<file path="src/design/mio_params.svh">
/*
 * constants for the port 6/7/8 pin logic: register offsets, reset values,
 * field positions and bus answers.
 * assumes inclusion by bare name from the design file and the bench.
 */
`ifndef MIO_PARAMS_SVH
`define MIO_PARAMS_SVH

`define MIO_OFS_P8_DIR     16'hFFBD
`define MIO_OFS_P7_PINS    16'hFFBE
`define MIO_OFS_P8_DATA    16'hFFBF
`define MIO_OFS_P6_DIR     16'hFFB9
`define MIO_OFS_TIMER_CTRL 16'hFFC0
`define MIO_OFS_MODE       16'hFFC4
`define MIO_OFS_SEL_BITS   16
`define MIO_P8_RESET       8'h80
`define MIO_P8_RSVD_BIT    7
`define MIO_P8_FIXED_MASK  7'h27
`define MIO_ALL_ONES_8     8'hFF
`define MIO_ZERO_32        32'h0000_0000
`define MIO_RESP_OKAY      2'h0
`define MIO_RESP_SLVERR    2'h2
`define MIO_CKS_EXT        3'h7
`define MIO_ZERO_8         8'h00
`define MIO_ZERO_7         7'h00
`define MIO_ZERO_6         6'h00
`define MIO_ZERO_3         3'h0

`endif

</file>
<file path="src/design/mio_pkg.sv">
/*
 * types shared by the port 6/7/8 pin logic.
 * assumes mio_params.svh on the include path.
 */
package mio_pkg;
    // peripheral side of the port 8 pins
    typedef struct packed {
        logic [6:0] oe;
        logic [6:0] dout;
    } mio_periph_s;

    // timer control settings held for the port 6 pins
    typedef struct packed {
        logic       cmp_a_oe;
        logic [2:0] cks_t0;
        logic [2:0] cks_t1;
    } mio_timer_s;
endpackage : mio_pkg

</file>
<file path="src/design/mio_ports.sv">
/*
 * port 6 (bits 5..0), port 7 and port 8 pin logic with an AXI4-Lite slave.
 * assumes pins come from outside the clock domain (two-flop sync), and that
 * peripherals give per-pin enable and data for port 8 pins they own.
 */
// The implementer's own choice: the AXI4-Lite register port.
`timescale 1ns/100ps
`include "mio_params.svh"

// Function
// port 6 timer input pins follow direction
// compare-A enable forces bit 1 output
// external clock pin feeds timer if selected
// port 7 eight-bit input only, no direction
// port 7 read returns present pin levels
// port 8 seven-bit bidirectional shared port
// port 8 bits 6,4,3 mode dependent
// port 8 direction one output, zero input
// port 8 direction write-only, reads all ones
// reset loads port 8 direction 0x80
// software standby keeps direction and drive
// standby returns peripheral pins to port control
// port 8 data bits 6..0, bit7 reads 1
// read gives data if output, pin if input
// reset sets data 0x80, standby keeps it; the code reloads it in hardware standby, software standby keeps it
// expanded modes multiplex host ram pins
// reserved top bit writes ignored, no effect
module mio_ports
    import mio_pkg::*;
(
    input wire logic clk,
    input wire logic rstn,
    input wire logic ce,
    input wire logic hw_standby,
    input wire logic sw_standby,
    input wire logic [31:0] s_axi_awaddr,
    input wire logic s_axi_awvalid,
    output logic s_axi_awready,
    input wire logic [31:0] s_axi_wdata,
    input wire logic [3:0] s_axi_wstrb,
    input wire logic s_axi_wvalid,
    output logic s_axi_wready,
    output logic [1:0] s_axi_bresp,
    output logic s_axi_bvalid,
    input wire logic s_axi_bready,
    input wire logic [31:0] s_axi_araddr,
    input wire logic s_axi_arvalid,
    output logic s_axi_arready,
    output logic [31:0] s_axi_rdata,
    output logic [1:0] s_axi_rresp,
    output logic s_axi_rvalid,
    input wire logic s_axi_rready,
    input wire logic [5:0] p6_in,
    output logic [5:0] p6_out,
    output logic [5:0] p6_oe_n,
    input wire logic compare_a_out,
    output logic capture_a_in,
    output logic capture_b_in,
    output logic capture_c_in,
    output logic capture_d_in,
    output logic second_timer_capture_in,
    output logic timer0_ext_clock,
    output logic timer1_ext_clock,
    input wire logic [7:0] p7_in,
    output logic [7:0] analog_in,
    input wire logic [6:0] p8_in,
    output logic [6:0] p8_out,
    output logic [6:0] p8_oe_n,
    input wire mio_periph_s periph,
    output logic [6:0] p8_pin_levels,
    output logic expanded_mode
);

    logic [5:0] p6_s1_q;
    logic [5:0] p6_s2_q;
    logic [7:0] p7_s1_q;
    logic [7:0] p7_s2_q;
    logic [6:0] p8_s1_q;
    logic [6:0] p8_s2_q;
    logic [6:0] p8_dir_q;
    logic [6:0] p8_data_q;
    logic [5:0] p6_dir_q;
    logic [5:0] p6_data_q;
    mio_timer_s tmr_q;
    logic mode_exp_q;
    logic aw_held_q;
    logic w_held_q;
    logic [15:0] aw_q;
    logic [31:0] wd_q;
    logic [3:0] ws_q;
    logic [6:0] p8_own;
    logic [6:0] p8_drive;
    logic [6:0] p8_dval;
    logic [5:0] p6_drive;
    logic [5:0] p6_dval;
    logic [7:0] rd_d;
    logic rd_hit;
    logic wr_go;
    logic wr_hit;

    // pin synchronisers
    always_ff @(posedge clk) begin
        if (!rstn) begin
            p6_s1_q <= `MIO_ZERO_6;
            p6_s2_q <= `MIO_ZERO_6;
            p7_s1_q <= `MIO_ZERO_8;
            p7_s2_q <= `MIO_ZERO_8;
            p8_s1_q <= `MIO_ZERO_7;
            p8_s2_q <= `MIO_ZERO_7;
        end else if (ce) begin
            p6_s1_q <= p6_in;
            p6_s2_q <= p6_s1_q;
            p7_s1_q <= p7_in;
            p7_s2_q <= p7_s1_q;
            p8_s1_q <= p8_in;
            p8_s2_q <= p8_s1_q;
        end
    end

    // write channel capture, address and data in either order
    assign wr_go = aw_held_q && w_held_q && !s_axi_bvalid;
    assign wr_hit = aw_q == `MIO_OFS_P8_DIR || aw_q == `MIO_OFS_P8_DATA
        || aw_q == `MIO_OFS_P6_DIR || aw_q == `MIO_OFS_TIMER_CTRL
        || aw_q == `MIO_OFS_MODE;

    always_ff @(posedge clk) begin
        if (!rstn) begin
            aw_held_q <= 1'b0;
            w_held_q <= 1'b0;
            aw_q <= 16'h0000;
            wd_q <= `MIO_ZERO_32;
            ws_q <= 4'h0;
            s_axi_awready <= 1'b0;
            s_axi_wready <= 1'b0;
            s_axi_bvalid <= 1'b0;
            s_axi_bresp <= `MIO_RESP_OKAY;
        end else if (ce) begin
            s_axi_awready <= !aw_held_q && !s_axi_awready;
            s_axi_wready <= !w_held_q && !s_axi_wready;
            if (s_axi_awvalid && s_axi_awready) begin
                aw_held_q <= 1'b1;
                aw_q <= s_axi_awaddr[`MIO_OFS_SEL_BITS-1:0];
                s_axi_awready <= 1'b0;
            end
            if (s_axi_wvalid && s_axi_wready) begin
                w_held_q <= 1'b1;
                wd_q <= s_axi_wdata;
                ws_q <= s_axi_wstrb;
                s_axi_wready <= 1'b0;
            end
            if (wr_go) begin
                s_axi_bvalid <= 1'b1;
                s_axi_bresp <= wr_hit ? `MIO_RESP_OKAY : `MIO_RESP_SLVERR;
                aw_held_q <= 1'b0;
                w_held_q <= 1'b0;
            end else if (s_axi_bvalid && s_axi_bready) begin
                s_axi_bvalid <= 1'b0;
            end
        end
    end

    // port 8 registers; hardware standby acts as reset, software keeps
    always_ff @(posedge clk) begin
        if (!rstn || hw_standby) begin
            p8_dir_q <= 7'(`MIO_P8_RESET);
            p8_data_q <= 7'(`MIO_P8_RESET);
        end else if (ce && wr_go && ws_q[0]) begin
            // only bits 6..0 stored, top bit dropped
            if (aw_q == `MIO_OFS_P8_DIR) begin
                p8_dir_q <= wd_q[6:0];
            end
            if (aw_q == `MIO_OFS_P8_DATA) begin
                p8_data_q <= wd_q[6:0];
            end
        end
    end

    // own registers: port 6 direction/data, timer settings, mode
    always_ff @(posedge clk) begin
        if (!rstn || hw_standby) begin
            p6_dir_q <= `MIO_ZERO_6;
            p6_data_q <= `MIO_ZERO_6;
            tmr_q <= '0;
            mode_exp_q <= 1'b0;
        end else if (ce && wr_go) begin
            if (aw_q == `MIO_OFS_P6_DIR && ws_q[0]) begin
                p6_dir_q <= wd_q[5:0];
            end
            if (aw_q == `MIO_OFS_P6_DIR && ws_q[1]) begin
                p6_data_q <= wd_q[13:8];
            end
            if (aw_q == `MIO_OFS_TIMER_CTRL && ws_q[0]) begin
                tmr_q <= wd_q[6:0];
            end
            if (aw_q == `MIO_OFS_MODE && ws_q[0]) begin
                mode_exp_q <= wd_q[0];
            end
        end
    end

    // read data mux
    always_comb begin
        rd_hit = 1'b1;
        rd_d = `MIO_ZERO_8;
        case (s_axi_araddr[`MIO_OFS_SEL_BITS-1:0])
            `MIO_OFS_P8_DIR: rd_d = `MIO_ALL_ONES_8;
            `MIO_OFS_P7_PINS: rd_d = p7_s2_q;

            `MIO_OFS_P8_DATA: rd_d = {1'b1,
                (p8_dir_q & p8_data_q) | (~p8_dir_q & p8_s2_q)};
            `MIO_OFS_P6_DIR: rd_d = {2'b00, p6_dir_q};
            `MIO_OFS_TIMER_CTRL: rd_d = {1'b0, tmr_q};
            `MIO_OFS_MODE: rd_d = {7'h00, mode_exp_q};
            default: rd_hit = 1'b0;
        endcase
    end

    always_ff @(posedge clk) begin
        if (!rstn) begin
            s_axi_arready <= 1'b0;
            s_axi_rvalid <= 1'b0;
            s_axi_rdata <= `MIO_ZERO_32;
            s_axi_rresp <= `MIO_RESP_OKAY;
        end else if (ce) begin
            s_axi_arready <= !s_axi_rvalid && !s_axi_arready;
            if (s_axi_arvalid && s_axi_arready) begin
                s_axi_arready <= 1'b0;
                s_axi_rvalid <= 1'b1;
                s_axi_rdata <= {24'h000000, rd_d};
                s_axi_rresp <= rd_hit ? `MIO_RESP_OKAY : `MIO_RESP_SLVERR;
            end else if (s_axi_rvalid && s_axi_rready) begin
                s_axi_rvalid <= 1'b0;
            end
        end
    end

    // port 8 peripheral ownership, gone in software standby
    always_comb begin
        p8_own = sw_standby ? `MIO_ZERO_7 : periph.oe;
        // bits 6,4,3 carry host ram signals only in expanded mode
        if (!mode_exp_q) begin
            p8_own = p8_own & `MIO_P8_FIXED_MASK;
        end
        p8_drive = p8_own | p8_dir_q;
        p8_dval = (p8_own & periph.dout) | (~p8_own & p8_data_q);
    end

    // port 6: bit 1 forced by compare-A enable
    always_comb begin
        p6_drive = p6_dir_q;
        p6_dval = p6_data_q;
        if (tmr_q.cmp_a_oe) begin
            p6_drive[1] = 1'b1;
            p6_dval[1] = compare_a_out;
        end
    end

    // registered pin and peripheral outputs
    always_ff @(posedge clk) begin
        if (!rstn) begin
            p8_out <= `MIO_ZERO_7;
            p8_oe_n <= 7'h7F;
            p6_out <= `MIO_ZERO_6;
            p6_oe_n <= 6'h3F;
            analog_in <= `MIO_ZERO_8;
            p8_pin_levels <= `MIO_ZERO_7;
            expanded_mode <= 1'b0;
            capture_a_in <= 1'b0;
            capture_b_in <= 1'b0;
            capture_c_in <= 1'b0;
            capture_d_in <= 1'b0;
            second_timer_capture_in <= 1'b0;
            timer0_ext_clock <= 1'b0;
            timer1_ext_clock <= 1'b0;
        end else if (ce) begin
            p8_out <= p8_dval;
            p8_oe_n <= ~p8_drive;
            p6_out <= p6_dval;
            p6_oe_n <= ~p6_drive;
            analog_in <= p7_s2_q;
            p8_pin_levels <= p8_s2_q;
            expanded_mode <= mode_exp_q;
            capture_a_in <= p6_s2_q[2] & ~p6_dir_q[2];
            second_timer_capture_in <= p6_s2_q[2] & ~p6_dir_q[2];
            capture_b_in <= p6_s2_q[3] & ~p6_dir_q[3];
            capture_c_in <= p6_s2_q[4] & ~p6_dir_q[4];
            capture_d_in <= p6_s2_q[5] & ~p6_dir_q[5];
            timer0_ext_clock <= p6_s2_q[0] & ~p6_dir_q[0]
                & (tmr_q.cks_t0 == `MIO_CKS_EXT);
            timer1_ext_clock <= p6_s2_q[0] & ~p6_dir_q[0]
                & (tmr_q.cks_t1 == `MIO_CKS_EXT);
        end
    end

endmodule : mio_ports

</file>
<file path="config.mk">
export PLATFORM = sky130hd
export DESIGN_NAME = mio_ports
export DESIGN_NICKNAME = d
export VERILOG_FILES = /design/src/design/mio_pkg.sv /design/src/design/mio_ports.sv
export VERILOG_INCLUDE_DIRS = /design/src /design/src/design
export SDC_FILE = /design/constraint.sdc
export NUM_CORES = 1
export LEC_CHECK = 0
export BUFFER_PORTS_ARGS = -buffer_cell sky130_fd_sc_hd__buf_4
export CAP_MARGIN = 0
export CORE_MARGIN = 5
export CORE_UTILIZATION = 51
export DETAILED_ROUTE_END_ITERATION = 10
export HOLD_SLACK_MARGIN = 0.15
export PLACE_DENSITY_LB_ADDON = 0.12
export SLEW_MARGIN = 5
export SYNTH_ARGS = -nofsm -noshare
export SYNTH_HDL_FRONTEND = slang
export SYNTH_SLANG_ARGS = --single-unit
</file>
<file path="constraint.sdc">
create_clock -name clk -period 2 [get_ports clk]
set_input_delay 0 -clock clk [delete_from_list [all_inputs] [get_ports clk]]
set_output_delay 0 -clock clk [all_outputs]
set_load 0.01 [all_outputs]
</file>
==> results of run 1 <==
metal layers:
layer | routed length (microns) | vias up | part of all wire | global-route usage
li1 | - | 2999 | - | -
met1 | 8308 | 2893 | 0.42 | 0.3022
met2 | 9423 | 222 | 0.48 | 0.3842
met3 | 1327 | 36 | 0.068 | 0.05458
met4 | 495 | 0 | 0.025 | 0.09051
met5 | 0 | - | 0 | 0
cell usage in the layout, fill, tap and decap left out, types with 2 or more instances in the layout:
cell,n
a21oi_1,17
mux2i_1,113
clkbuf_16,17
bufinv_16,2
nor2b_1,70
buf_12,2
nand3b_1,6
dfxtp_1,170
o211a_1,8
nand3_1,12
nand2_1,107
and2_1,3
nor3_1,3
dlygate4sd3_1,123
and3_1,2
inv_1,3
buf_4,164
o22ai_1,2
clkbuf_1,5
and3_2,2
clkbuf_8,3
a21boi_0,34
clkinvlp_4,2
a31oi_1,2
a22oi_1,2
nor4_4,4
nor2_1,47
a21boi_1,2
nand2b_1,9
nand4_1,5
o21ai_0,23
conb_1,26
a222oi_1,5
nand4b_1,2
nand3_2,2
layout make-up:
class | count | area [sq um]
timing repair buffer | 289 | 2502
multi-input combinational | 522 | 3412
antenna | 1 | 2.502
inverter | 3 | 11.26
fill | 991 | 3642
clock inverter | 6 | 88.84
clock buffer | 25 | 485.5
tap | 180 | 225.2
sequential | 170 | 3403
worst paths after layout:
check	startpoint	end	slack, ps	cells after the start
max	s_axi_araddr[8]	s_axi_rdata[5]	90	7
min	periph[9]	p8_oe_n[2]	170	5
max reg2reg	s_axi_bvalid	p8_dir_q[2]	100	5
min reg2reg	p8_out[0]	p8_out[0]	490	1
cell families after synthesis:
logic type	count (synthesis)	synth area share
flip-flops	170	0.4789
multiplexers	114	0.1607
AND/OR/NAND/NOR	283	0.2093
other	1	0.0005277
AO/OA/AOI/OAI	99	0.09454
buffers and inverters	73	0.05598
worst max-delay path, delay by kind of cell:
family / cells / cell delay [ps]
and+or+nand+nor: 2 / 530
buffers and inverters: 3 / 1330
AOI/OAI and AO/OA: 2 / 380
power groups by stage:
stage	clock, uW	combinational [uW]	sequential (uW)
2_1_floorplan	0	348	3610
3_3_place_gp	0	562	3610
3_5_place_dp	0	576	3620
4_1_cts	3250	730	3540
5_1_grt	3400	808	3550
6_report	3210	745	3540
stage by stage:
stage,instances,cell area (sq um)
CTS,1194,10110
detailed placement,1040,8303
floorplan,765,7201
global placement,1040,8303
global route,1196,10130
finish,1196,10130
registers in the layout, summed over array words and instances, names as in the netlist, 7 cells and up:
name,flops
s_axi_rdata,8
p8_oe_n,7
aw_q,16
p7_s1_q,8
p8_s1_q,7
p8_data_q,7
wd_q,13
p8_out,7
p8_s2_q,7
analog_in,8
p8_pin_levels,7
tmr_q,7
p8_dir_q,7
p7_s2_q,8
repair_timing:
| item | CTS | global route |
|---|---|---|
| hold buffers | 123 | 0 |
| hold endpoints to repair | 87 | 0 |
| setup buffers | 0 | 1 |
| resized for setup | 0 | 5 |
| pin swaps | 1 | 2 |
| setup endpoints to repair | 1 | 45 |
==> impl_metrics.json, run 1 <==
{
  "outcome": "finished, final reports clean",
  "initial_utilization": 0.5160,
  "dpl.hpwl_microns": 12560,
  "drc": 0,
  "clock-root-buffer": "clkbuf_16",
  "synth-seq-cells": 170,
  "drt-initial-drc-count": 317,
  "seq_area_frac_synth": 0.4789,
  "io-pin-count": 236,
  "first_pass_iters": 5,
  "fin_nets": 1149,
  "die_h_microns": 128.0,
  "post-route-period-util": 0.9541,
  "p_int_uw": 5835,
  "holdWs_ps": 173.1,
  "endpoint_kind": "flop",
  "path_class": "in2reg",
  "final.setup.tns_ps": 0,
  "synth_cell_types": 44,
  "grt-ovfl-total": 0,
  "crit_arrival_ps": 2250,
  "fp.dieW_microns": 128.0,
  "yosys.area.top_type": "dfxtp_1",
  "numCtsBuffers": 17,
  "cp-start-kind": "input port",
  "critPathRequiredTime_ps": 2340,
  "grt_pass1_wl_microns": 30860,
  "syn_area_sq_um": 7107,
  "final-max-slew-violation-count": 0,
  "ant_nets": 0,
  "yosys-top-cells-count": "170 x dfxtp_1, 113 x mux2i_1, 107 x nand2_1",
  "critPathSlowestCell": "dlygate4sd3_1",
  "coreArea_sq_um": 13770,
  "die-area_sq_um": 16400,
  "hold_violations": 0,
  "place_congestion": 0.8321,
  "slowest_delay_ps": 640,
  "power_switching_uw": 1664,
  "port_buffers": 155,
  "clock_path_buffers": 2,
  "synthFlopType": "dfxtp_1",
  "max-slew-margin-rel": 0.6476,
  "syn_inst": 740,
  "track_usage": 0.2351,
  "finalCriticalPeriod_ps": 1908,
  "cts_sinks": 170,
  "worstPathMaxFanout": 9,
  "cp_cell_sequence": "dlygate4sd3_1 > buf_4 > nand4_4 > dlygate4sd3_1 > nor4_4 > a222oi_1 > a21oi_1",
  "critPathMostFrequentCell": "dlygate4sd3_1",
  "pwr-share-clk": 0.428,
  "p_leak_uw": 0.004481,
  "seq_power_share": 0.473,
  "clk_pin_slew_ps": 60,
  "grt_pass1_vias": 6134,
  "ir_drop_v": 0.0005414,
  "vias_per_cell": 5.142,
  "switching_share": 0.2220,
  "synth_edf_count": 0,
  "htree_levels": 4,
  "antenna_found_initial": 1,
  "comb_power_share": 0.099,
  "fin_util": 0.7356,
  "num_vias": 6150,
  "setup_viol": 0,
  "synth_area_leaders": "dfxtp_1 48%, mux2i_1 16%, nor2b_1 6.3%",
  "power_density_nw_per_um2": 740.2,
  "yosysWarnings": 0,
  "fmax_mhz": 524.0,
  "drt_wl_total_microns": 19560,
  "dp_slack_ps": 17.62,
  "power_uw": 7499,
  "wl_per_cell_microns": 16.35,
  "tightest_slew_ps": 524.7,
  "ys_async_sr_fraction": 0,
  "cts_tree": "yes",
  "drive_above_1_share": 0.2049,
  "synth_area_per_cell_sq_um": 9.604,
  "setup_ws_ps": 91.72,
  "rows": 43,
  "grt_max_degree": 94,
  "synth_top_area_frac": 0.4789,
  "hold_path_class": "in2reg",
  "clk_latency_ps": 420,
  "yosys.cell_count.top_type": "dfxtp_1",
  "drv_cap": 0,
  "synthToLayoutAreaGrowth_pct": 42.55,
  "finClkSkew_ps": 7.489
}
(Power assumes the default switching activity.)
==> inputs of run 2 (changes only) <==
--- a/config.mk
+++ b/config.mk
@@ -13,6 +13,7 @@
 export DETAILED_ROUTE_END_ITERATION = 10
 export HOLD_SLACK_MARGIN = 0.15
 export PLACE_DENSITY_LB_ADDON = 0.12
+export RECOVER_POWER = 25
 export SLEW_MARGIN = 5
 export SYNTH_ARGS = -nofsm -noshare
 export SYNTH_HDL_FRONTEND = slang
==> run 2 against run 1 <==
Compared with the run above: first-iteration DRC count is 0.95% lower; utilization is 1.4 points lower; final area is 1.9% lower; via count is 0.54% higher; worst hold slack worse by 2.7 ps; sequential power hardly changed; power is 0.19% lower; combinational power is 2% lower; flip-flop and latch count stayed put; critical path type unchanged; largest cell class unchanged.
==> impl_metrics.json, run 2 (synthesized netlist as in run 1, its figures left out) <==
{
  "outcome": "finished, final reports clean",
  "stdcell_count": 1196,
  "grt-ovfl-total": 0,
  "final-max-slew-violation-count": 0,
  "initial_utilization": 0.5160,
  "largest_reg_flops": 16,
  "crit_arrival_ps": 2260,
  "track_usage": 0.2351,
  "path_class": "in2reg",
  "clock_path_buffers": 2,
  "ant_nets": 0,
  "num_vias": 6183,
  "ff2ff_setup_slack_ps": 100,
  "clk_pin_slew_ps": 60,
  "drt_wl_total_microns": 19590,
  "drv_cap": 0,
  "worstPathMaxFanout": 9,
  "grt_pass1_wl_microns": 30860,
  "layout_commonest_cell": "dfxtp_1",
  "dp.cells": 1040,
  "grt_max_degree": 94,
  "max-slew-margin-rel": 0.6427,
  "cp-start-kind": "input port",
  "hp-start": "periph[9]",
  "crit_path_end": "s_axi_rdata[5]",
  "drive_above_1_share": 0.1547,
  "io-pin-count": 236,
  "fmax_mhz": 521.5,
  "hold_path_class": "in2reg",
  "stdcell_area_sq_um": 9940,
  "placed_cell_area_sq_um": 8303,
  "final_cell_mix": "170 x dfxtp_1, 123 x dlygate4sd3_1, 113 x mux2i_1, 113 x buf_4, 107 x nand2_1",
  "numCtsBuffers": 17,
  "crit_path_start": "s_axi_araddr[8]",
  "rows": 43,
  "tightest_slew_ps": 532.0,
  "fin_nets": 1149,
  "cts_tree": "yes",
  "grt_pass1_vias": 6134,
  "setup_viol": 0,
  "clock-root-buffer": "clkbuf_16",
  "dpl.hpwl_microns": 12560,
  "final.setup.tns_ps": 0,
  "p_leak_uw": 0.004282,
  "r2r_end": "p8_dir_q[2]",
  "hold_violations": 0,
  "place_congestion": 0.8321,
  "htree_levels": 4,
  "finalCriticalPeriod_ps": 1918,
  "min_path_cells": 5,
  "die_h_microns": 128.0,
  "reg.largest.list": "aw_q (16), wd_q (13)",
  "r2r_start": "s_axi_bvalid",
  "fin_util": 0.7217,
  "critPathRequiredTime_ps": 2340,
  "drt-initial-drc-count": 314,
  "power_density_nw_per_um2": 753.1,
  "vias_per_cell": 5.170,
  "ir_drop_v": 0.0005404,
  "final.fill_count": 1042,
  "wl_per_cell_microns": 16.38,
  "endpoint_kind": "flop",
  "coreArea_sq_um": 13770,
  "post-route-period-util": 0.9588,
  "top_register": "aw_q",
  "drc": 0,
  "r2r_cells": 5,
  "finClkSkew_ps": 7.846,
  "clk_latency_ps": 420,
  "die-area_sq_um": 16400,
  "antenna_found_initial": 1,
  "port_buffers": 155,
  "first_pass_iters": 5,
  "fp.dieW_microns": 128.0,
  "synthToLayoutAreaGrowth_pct": 39.86,
  "cts_sinks": 170
}
## run 2: final cells by class
| type | count | area [sq um] | share of cell area |
|---|---|---|---|
| Multi-Input combinational cell | 522 | 3412 | 0.3433 |
| Tap cell | 180 | 225.2 | 0.02266 |
| Timing Repair Buffer | 289 | 2311 | 0.2325 |
| Antenna cell | 1 | 2.502 | 0.0002518 |
| Sequential cell | 170 | 3403 | 0.3424 |
| Clock buffer | 25 | 485.5 | 0.04884 |
| Inverter | 3 | 11.26 | 0.001133 |
| Clock inverter | 6 | 88.84 | 0.008938 |
## run 2: where the power goes
group          switching (uW)  leakage (uW)  total (uW)  internal [uW]
sequential               68.3       0.00138        3540           3470
clock                    1280      0.000274        3210           1930
combinational             320       0.00263         729            409
## run 2: worst max-delay path, cell delays in order
cell	delay, ps
dlygate4sd3_1	560
buf_4	130
nand4_4	130
dlygate4sd3_1	640
nor4_4	410
a222oi_1	180
a21oi_1	200
## run 2: repair_timing
action                                 4_1_cts  5_1_grt
hold buffers                               123        0
setup endpoints to repair                    1       45
resized for setup                            0        5
buffers inserted                             0        1
cloned                                       0        0
pin swaps                                    1        2
endpoints found under the hold margin       87        0
## run 2: routing by layer
metal / part of all wire / GRT usage / vias to the layer above / wire length (microns)
li1: - / - / 3002 / -
met3: 0.072 / 0.05458 / 38 / 1409
met1: 0.42 / 0.3022 / 2897 / 8284
met5: 0 / 0 / - / 0
met4: 0.026 / 0.09051 / 0 / 504
met2: 0.48 / 0.3842 / 246 / 9392
## run 2: metrics by stage
step / hold slack, ps / setup slack (ps) / total power (uW)
after CTS: 164.2 / 14.52 / 7517
after floorplan: 134.8 / 364.4 / 3955
final: 170.4 / 82.49 / 7485
after global routing: 201.7 / -5.471 / 7746
after detailed placement: 258.9 / 17.62 / 4192
after global placement: 255.8 / 169.8 / 4174
## run 2: worst min path at each step
| stage | end | slack, ps |
|---|---|---|
| 6_report | p8_oe_n[2] | 170 |
| 2_1_floorplan | wd_q[10] | 130 |
| 5_1_grt | p8_oe_n[2] | 200 |
| 3_3_place_gp | p8_s1_q[1] | 260 |
| 3_5_place_dp | wd_q[10] | 260 |
| 4_1_cts | s_axi_rdata[6] | 160 |
==> inputs of run 3 (changes only) <==
--- a/config.mk
+++ b/config.mk
@@ -6,10 +6,11 @@
 export SDC_FILE = /design/constraint.sdc
 export NUM_CORES = 1
 export LEC_CHECK = 0
+export ABC_AREA = 1
 export BUFFER_PORTS_ARGS = -buffer_cell sky130_fd_sc_hd__buf_4
 export CAP_MARGIN = 0
 export CORE_MARGIN = 5
-export CORE_UTILIZATION = 51
+export CORE_UTILIZATION = 33
 export DETAILED_ROUTE_END_ITERATION = 10
 export HOLD_SLACK_MARGIN = 0.15
 export PLACE_DENSITY_LB_ADDON = 0.12
==> run 3 against run 2 <==
Compared with the run above: flip-flop and latch count unchanged; synthesized cell count grew 26%; power grew 11%; worst hold slack improved by 0.71 ps; first-iteration DRC count up 9.9%; final cell count rose by 24%; via count grew 9.9%; sequential share of layout area decreased by 0.27 points; die area grew 47%; register-to-register slack worse by 30 ps; maximum frequency shrank 0.67%; clock power rose by 20%; highest routed layer unchanged.
==> impl_metrics.json, run 3 <==
{
  "outcome": "finished, final reports clean",
  "hold_path_class": "in2reg",
  "clock-root-buffer": "clkbuf_16",
  "stdcell_count": 1478,
  "coreArea_sq_um": 20960,
  "cts_tree": "yes",
  "critPathRequiredTime_ps": 2370,
  "synth_area_per_cell_sq_um": 7.505,
  "synth_edf_count": 0,
  "worst-path-stages": 6,
  "path_class": "reg2reg",
  "critPathSlowestCell": "dlygate4sd3_1",
  "drv_cap": 0,
  "clock_path_buffers": 2,
  "dp.cells": 1326,
  "ant_nets": 0,
  "track_usage": 0.1778,
  "ys_async_sr_fraction": 0,
  "synth-seq-cells": 170,
  "place_congestion": 0.8289,
  "reg.largest.list": "aw_q (16), wd_q (13)",
  "hold_violations": 0,
  "cp-start-kind": "flop",
  "cp_top_family": "buffers and inverters",
  "vias_per_cell": 4.597,
  "r2r_start": "s_axi_awready",
  "diodes": 0,
  "p_leak_uw": 0.004137,
  "rows": 53,
  "r2r_cells": 6,
  "drive_above_1_share": 0.1496,
  "clk_latency_ps": 430,
  "yosysWarnings": 0,
  "slowest_delay_ps": 570,
  "drt-initial-drc-count": 345,
  "drt_wl_total_microns": 21580,
  "grt-ovfl-total": 0,
  "syn_area_sq_um": 6979,
  "worstPathMaxFanout": 8,
  "synthFlopType": "dfxtp_1",
  "finClkSkew_ps": 8.955,
  "first_pass_iters": 4,
  "setup_viol": 0,
  "synth_area_leaders": "dfxtp_1 49%, o21ai_0 8.9%, nor2_1 8.8%",
  "post-route-period-util": 0.9652,
  "crit_arrival_ps": 2300,
  "yosys.cell_count.top_type": "dfxtp_1",
  "die-area_sq_um": 24160,
  "seq_area_frac_synth": 0.4876,
  "cts_sinks": 170,
  "power_density_nw_per_um2": 829.3,
  "max-slew-margin-rel": 0.4759,
  "die_h_microns": 155.4,
  "dpl.hpwl_microns": 14750,
  "fmax_mhz": 518.0,
  "holdWs_ps": 171.1,
  "drc": 0,
  "largest_reg_flops": 16,
  "synthToLayoutAreaGrowth_pct": 43.65,
  "port_buffers": 155,
  "fin_util": 0.4784,
  "syn_inst": 930,
  "finalCriticalPeriod_ps": 1930,
  "clk_pin_slew_ps": 70,
  "antenna_found_initial": 0,
  "ir_drop_v": 0.0005345,
  "yosys-top-cells-count": "170 x dfxtp_1, 163 x nor2_1, 124 x o21ai_0",
  "crit_path_start": "s_axi_awready",
  "fin_nets": 1336,
  "stdcell_area_sq_um": 10030,
  "io-pin-count": 236,
  "grt_max_degree": 111,
  "yosys.area.top_type": "dfxtp_1",
  "hp-start": "s_axi_wvalid",
  "endpoint_kind": "flop",
  "wl_per_cell_microns": 14.60,
  "synth_top_area_frac": 0.4876,
  "grt_pass1_wl_microns": 34510,
  "grt_pass1_vias": 6621,
  "final_cell_mix": "168 x dfxtp_1, 162 x nor2_1, 124 x o21ai_0",
  "final-max-slew-violation-count": 0,
  "placed_cell_area_sq_um": 8324,
  "tightest_slew_ps": 783.2,
  "top_register": "aw_q",
  "initial_utilization": 0.3331,
  "cp_cell_sequence": "nand2_1 > inv_2 > nand3_1 > dlygate4sd3_1 > a21oi_2 > dlygate4sd3_1",
  "numCtsBuffers": 17,
  "htree_levels": 4,
  "crit_buf_inv": 3,
  "num_vias": 6795,
  "fp.dieW_microns": 155.4,
  "layout_commonest_cell": "dfxtp_1",
  "min_path_cells": 3,
  "critPathMostFrequentCell": "dlygate4sd3_1",
  "synth_cell_types": 31
}
-- run 3: through the flow --
stage                     setup WS, ps  power (uW)  setup TNS [ps]
after floorplan                  677.9        4079               0
after global placement           375.5        4420               0
after detailed placement         337.1        4424               0
after CTS                        19.75        8441               0
after global routing            -4.842        8671          -5.672
final                            69.53        8315               0
-- run 3: routing by layer --
| layer | vias to the layer above | GRT usage | part of all wire |
|---|---|---|---|
| li1 | 3526 | - | - |
| met1 | 3083 | 0.2405 | 0.47 |
| met2 | 163 | 0.2827 | 0.46 |
| met3 | 23 | 0.04172 | 0.060 |
| met4 | 0 | 0.05419 | 0.014 |
| met5 | - | 0 | 0 |
-- run 3: where the power goes --
part	total [uW]	internal (uW)	switching [uW]
Clock	3840	2430	1410
Sequential	3630	3530	94.9
Combinational	846	418	428
Total	8310	6380	1940
-- run 3: final timing paths --
path	end	slack [ps]
setup / recovery	aw_q[4]	70
hold / removal	w_held_q	170
setup reg to reg	aw_q[4]	70
hold reg to reg	wd_q[8]	450
-- run 3: final cells by class --
cell class / instances / area [sq um]
fillers: 2149 / 10930
clock inverters: 13 / 237.7
clock buffers: 19 / 452.9
well taps: 275 / 344.1
repair buffers: 289 / 2303
inverters: 76 / 285.3
multi-input cells: 636 / 2997
flip-flops and latches: 170 / 3406
-- run 3: kinds of logic (layout without fill, tap and decap cells) --
family,Yosys count,in the layout,share of synthesized area
other cells,1,26,0.0005373
buf+inv,149,397,0.09807
compound gates,235,235,0.1755
flops,170,170,0.4876
mux,3,3,0.004303
simple gates,372,372,0.2340
-- run 3: worst min-delay path, cell delays in order --
cell     delay (ps)
buf_4           120
nand3_1         310
a21oi_1         120
-- run 3: timing repair --
item / in CTS / in global routing
setup buffers: 0 / 2
endpoints found under the hold margin: 94 / 0
endpoints found under the setup margin: 0 / 16
gates resized for setup: 0 / 9
hold buffers: 118 / 0
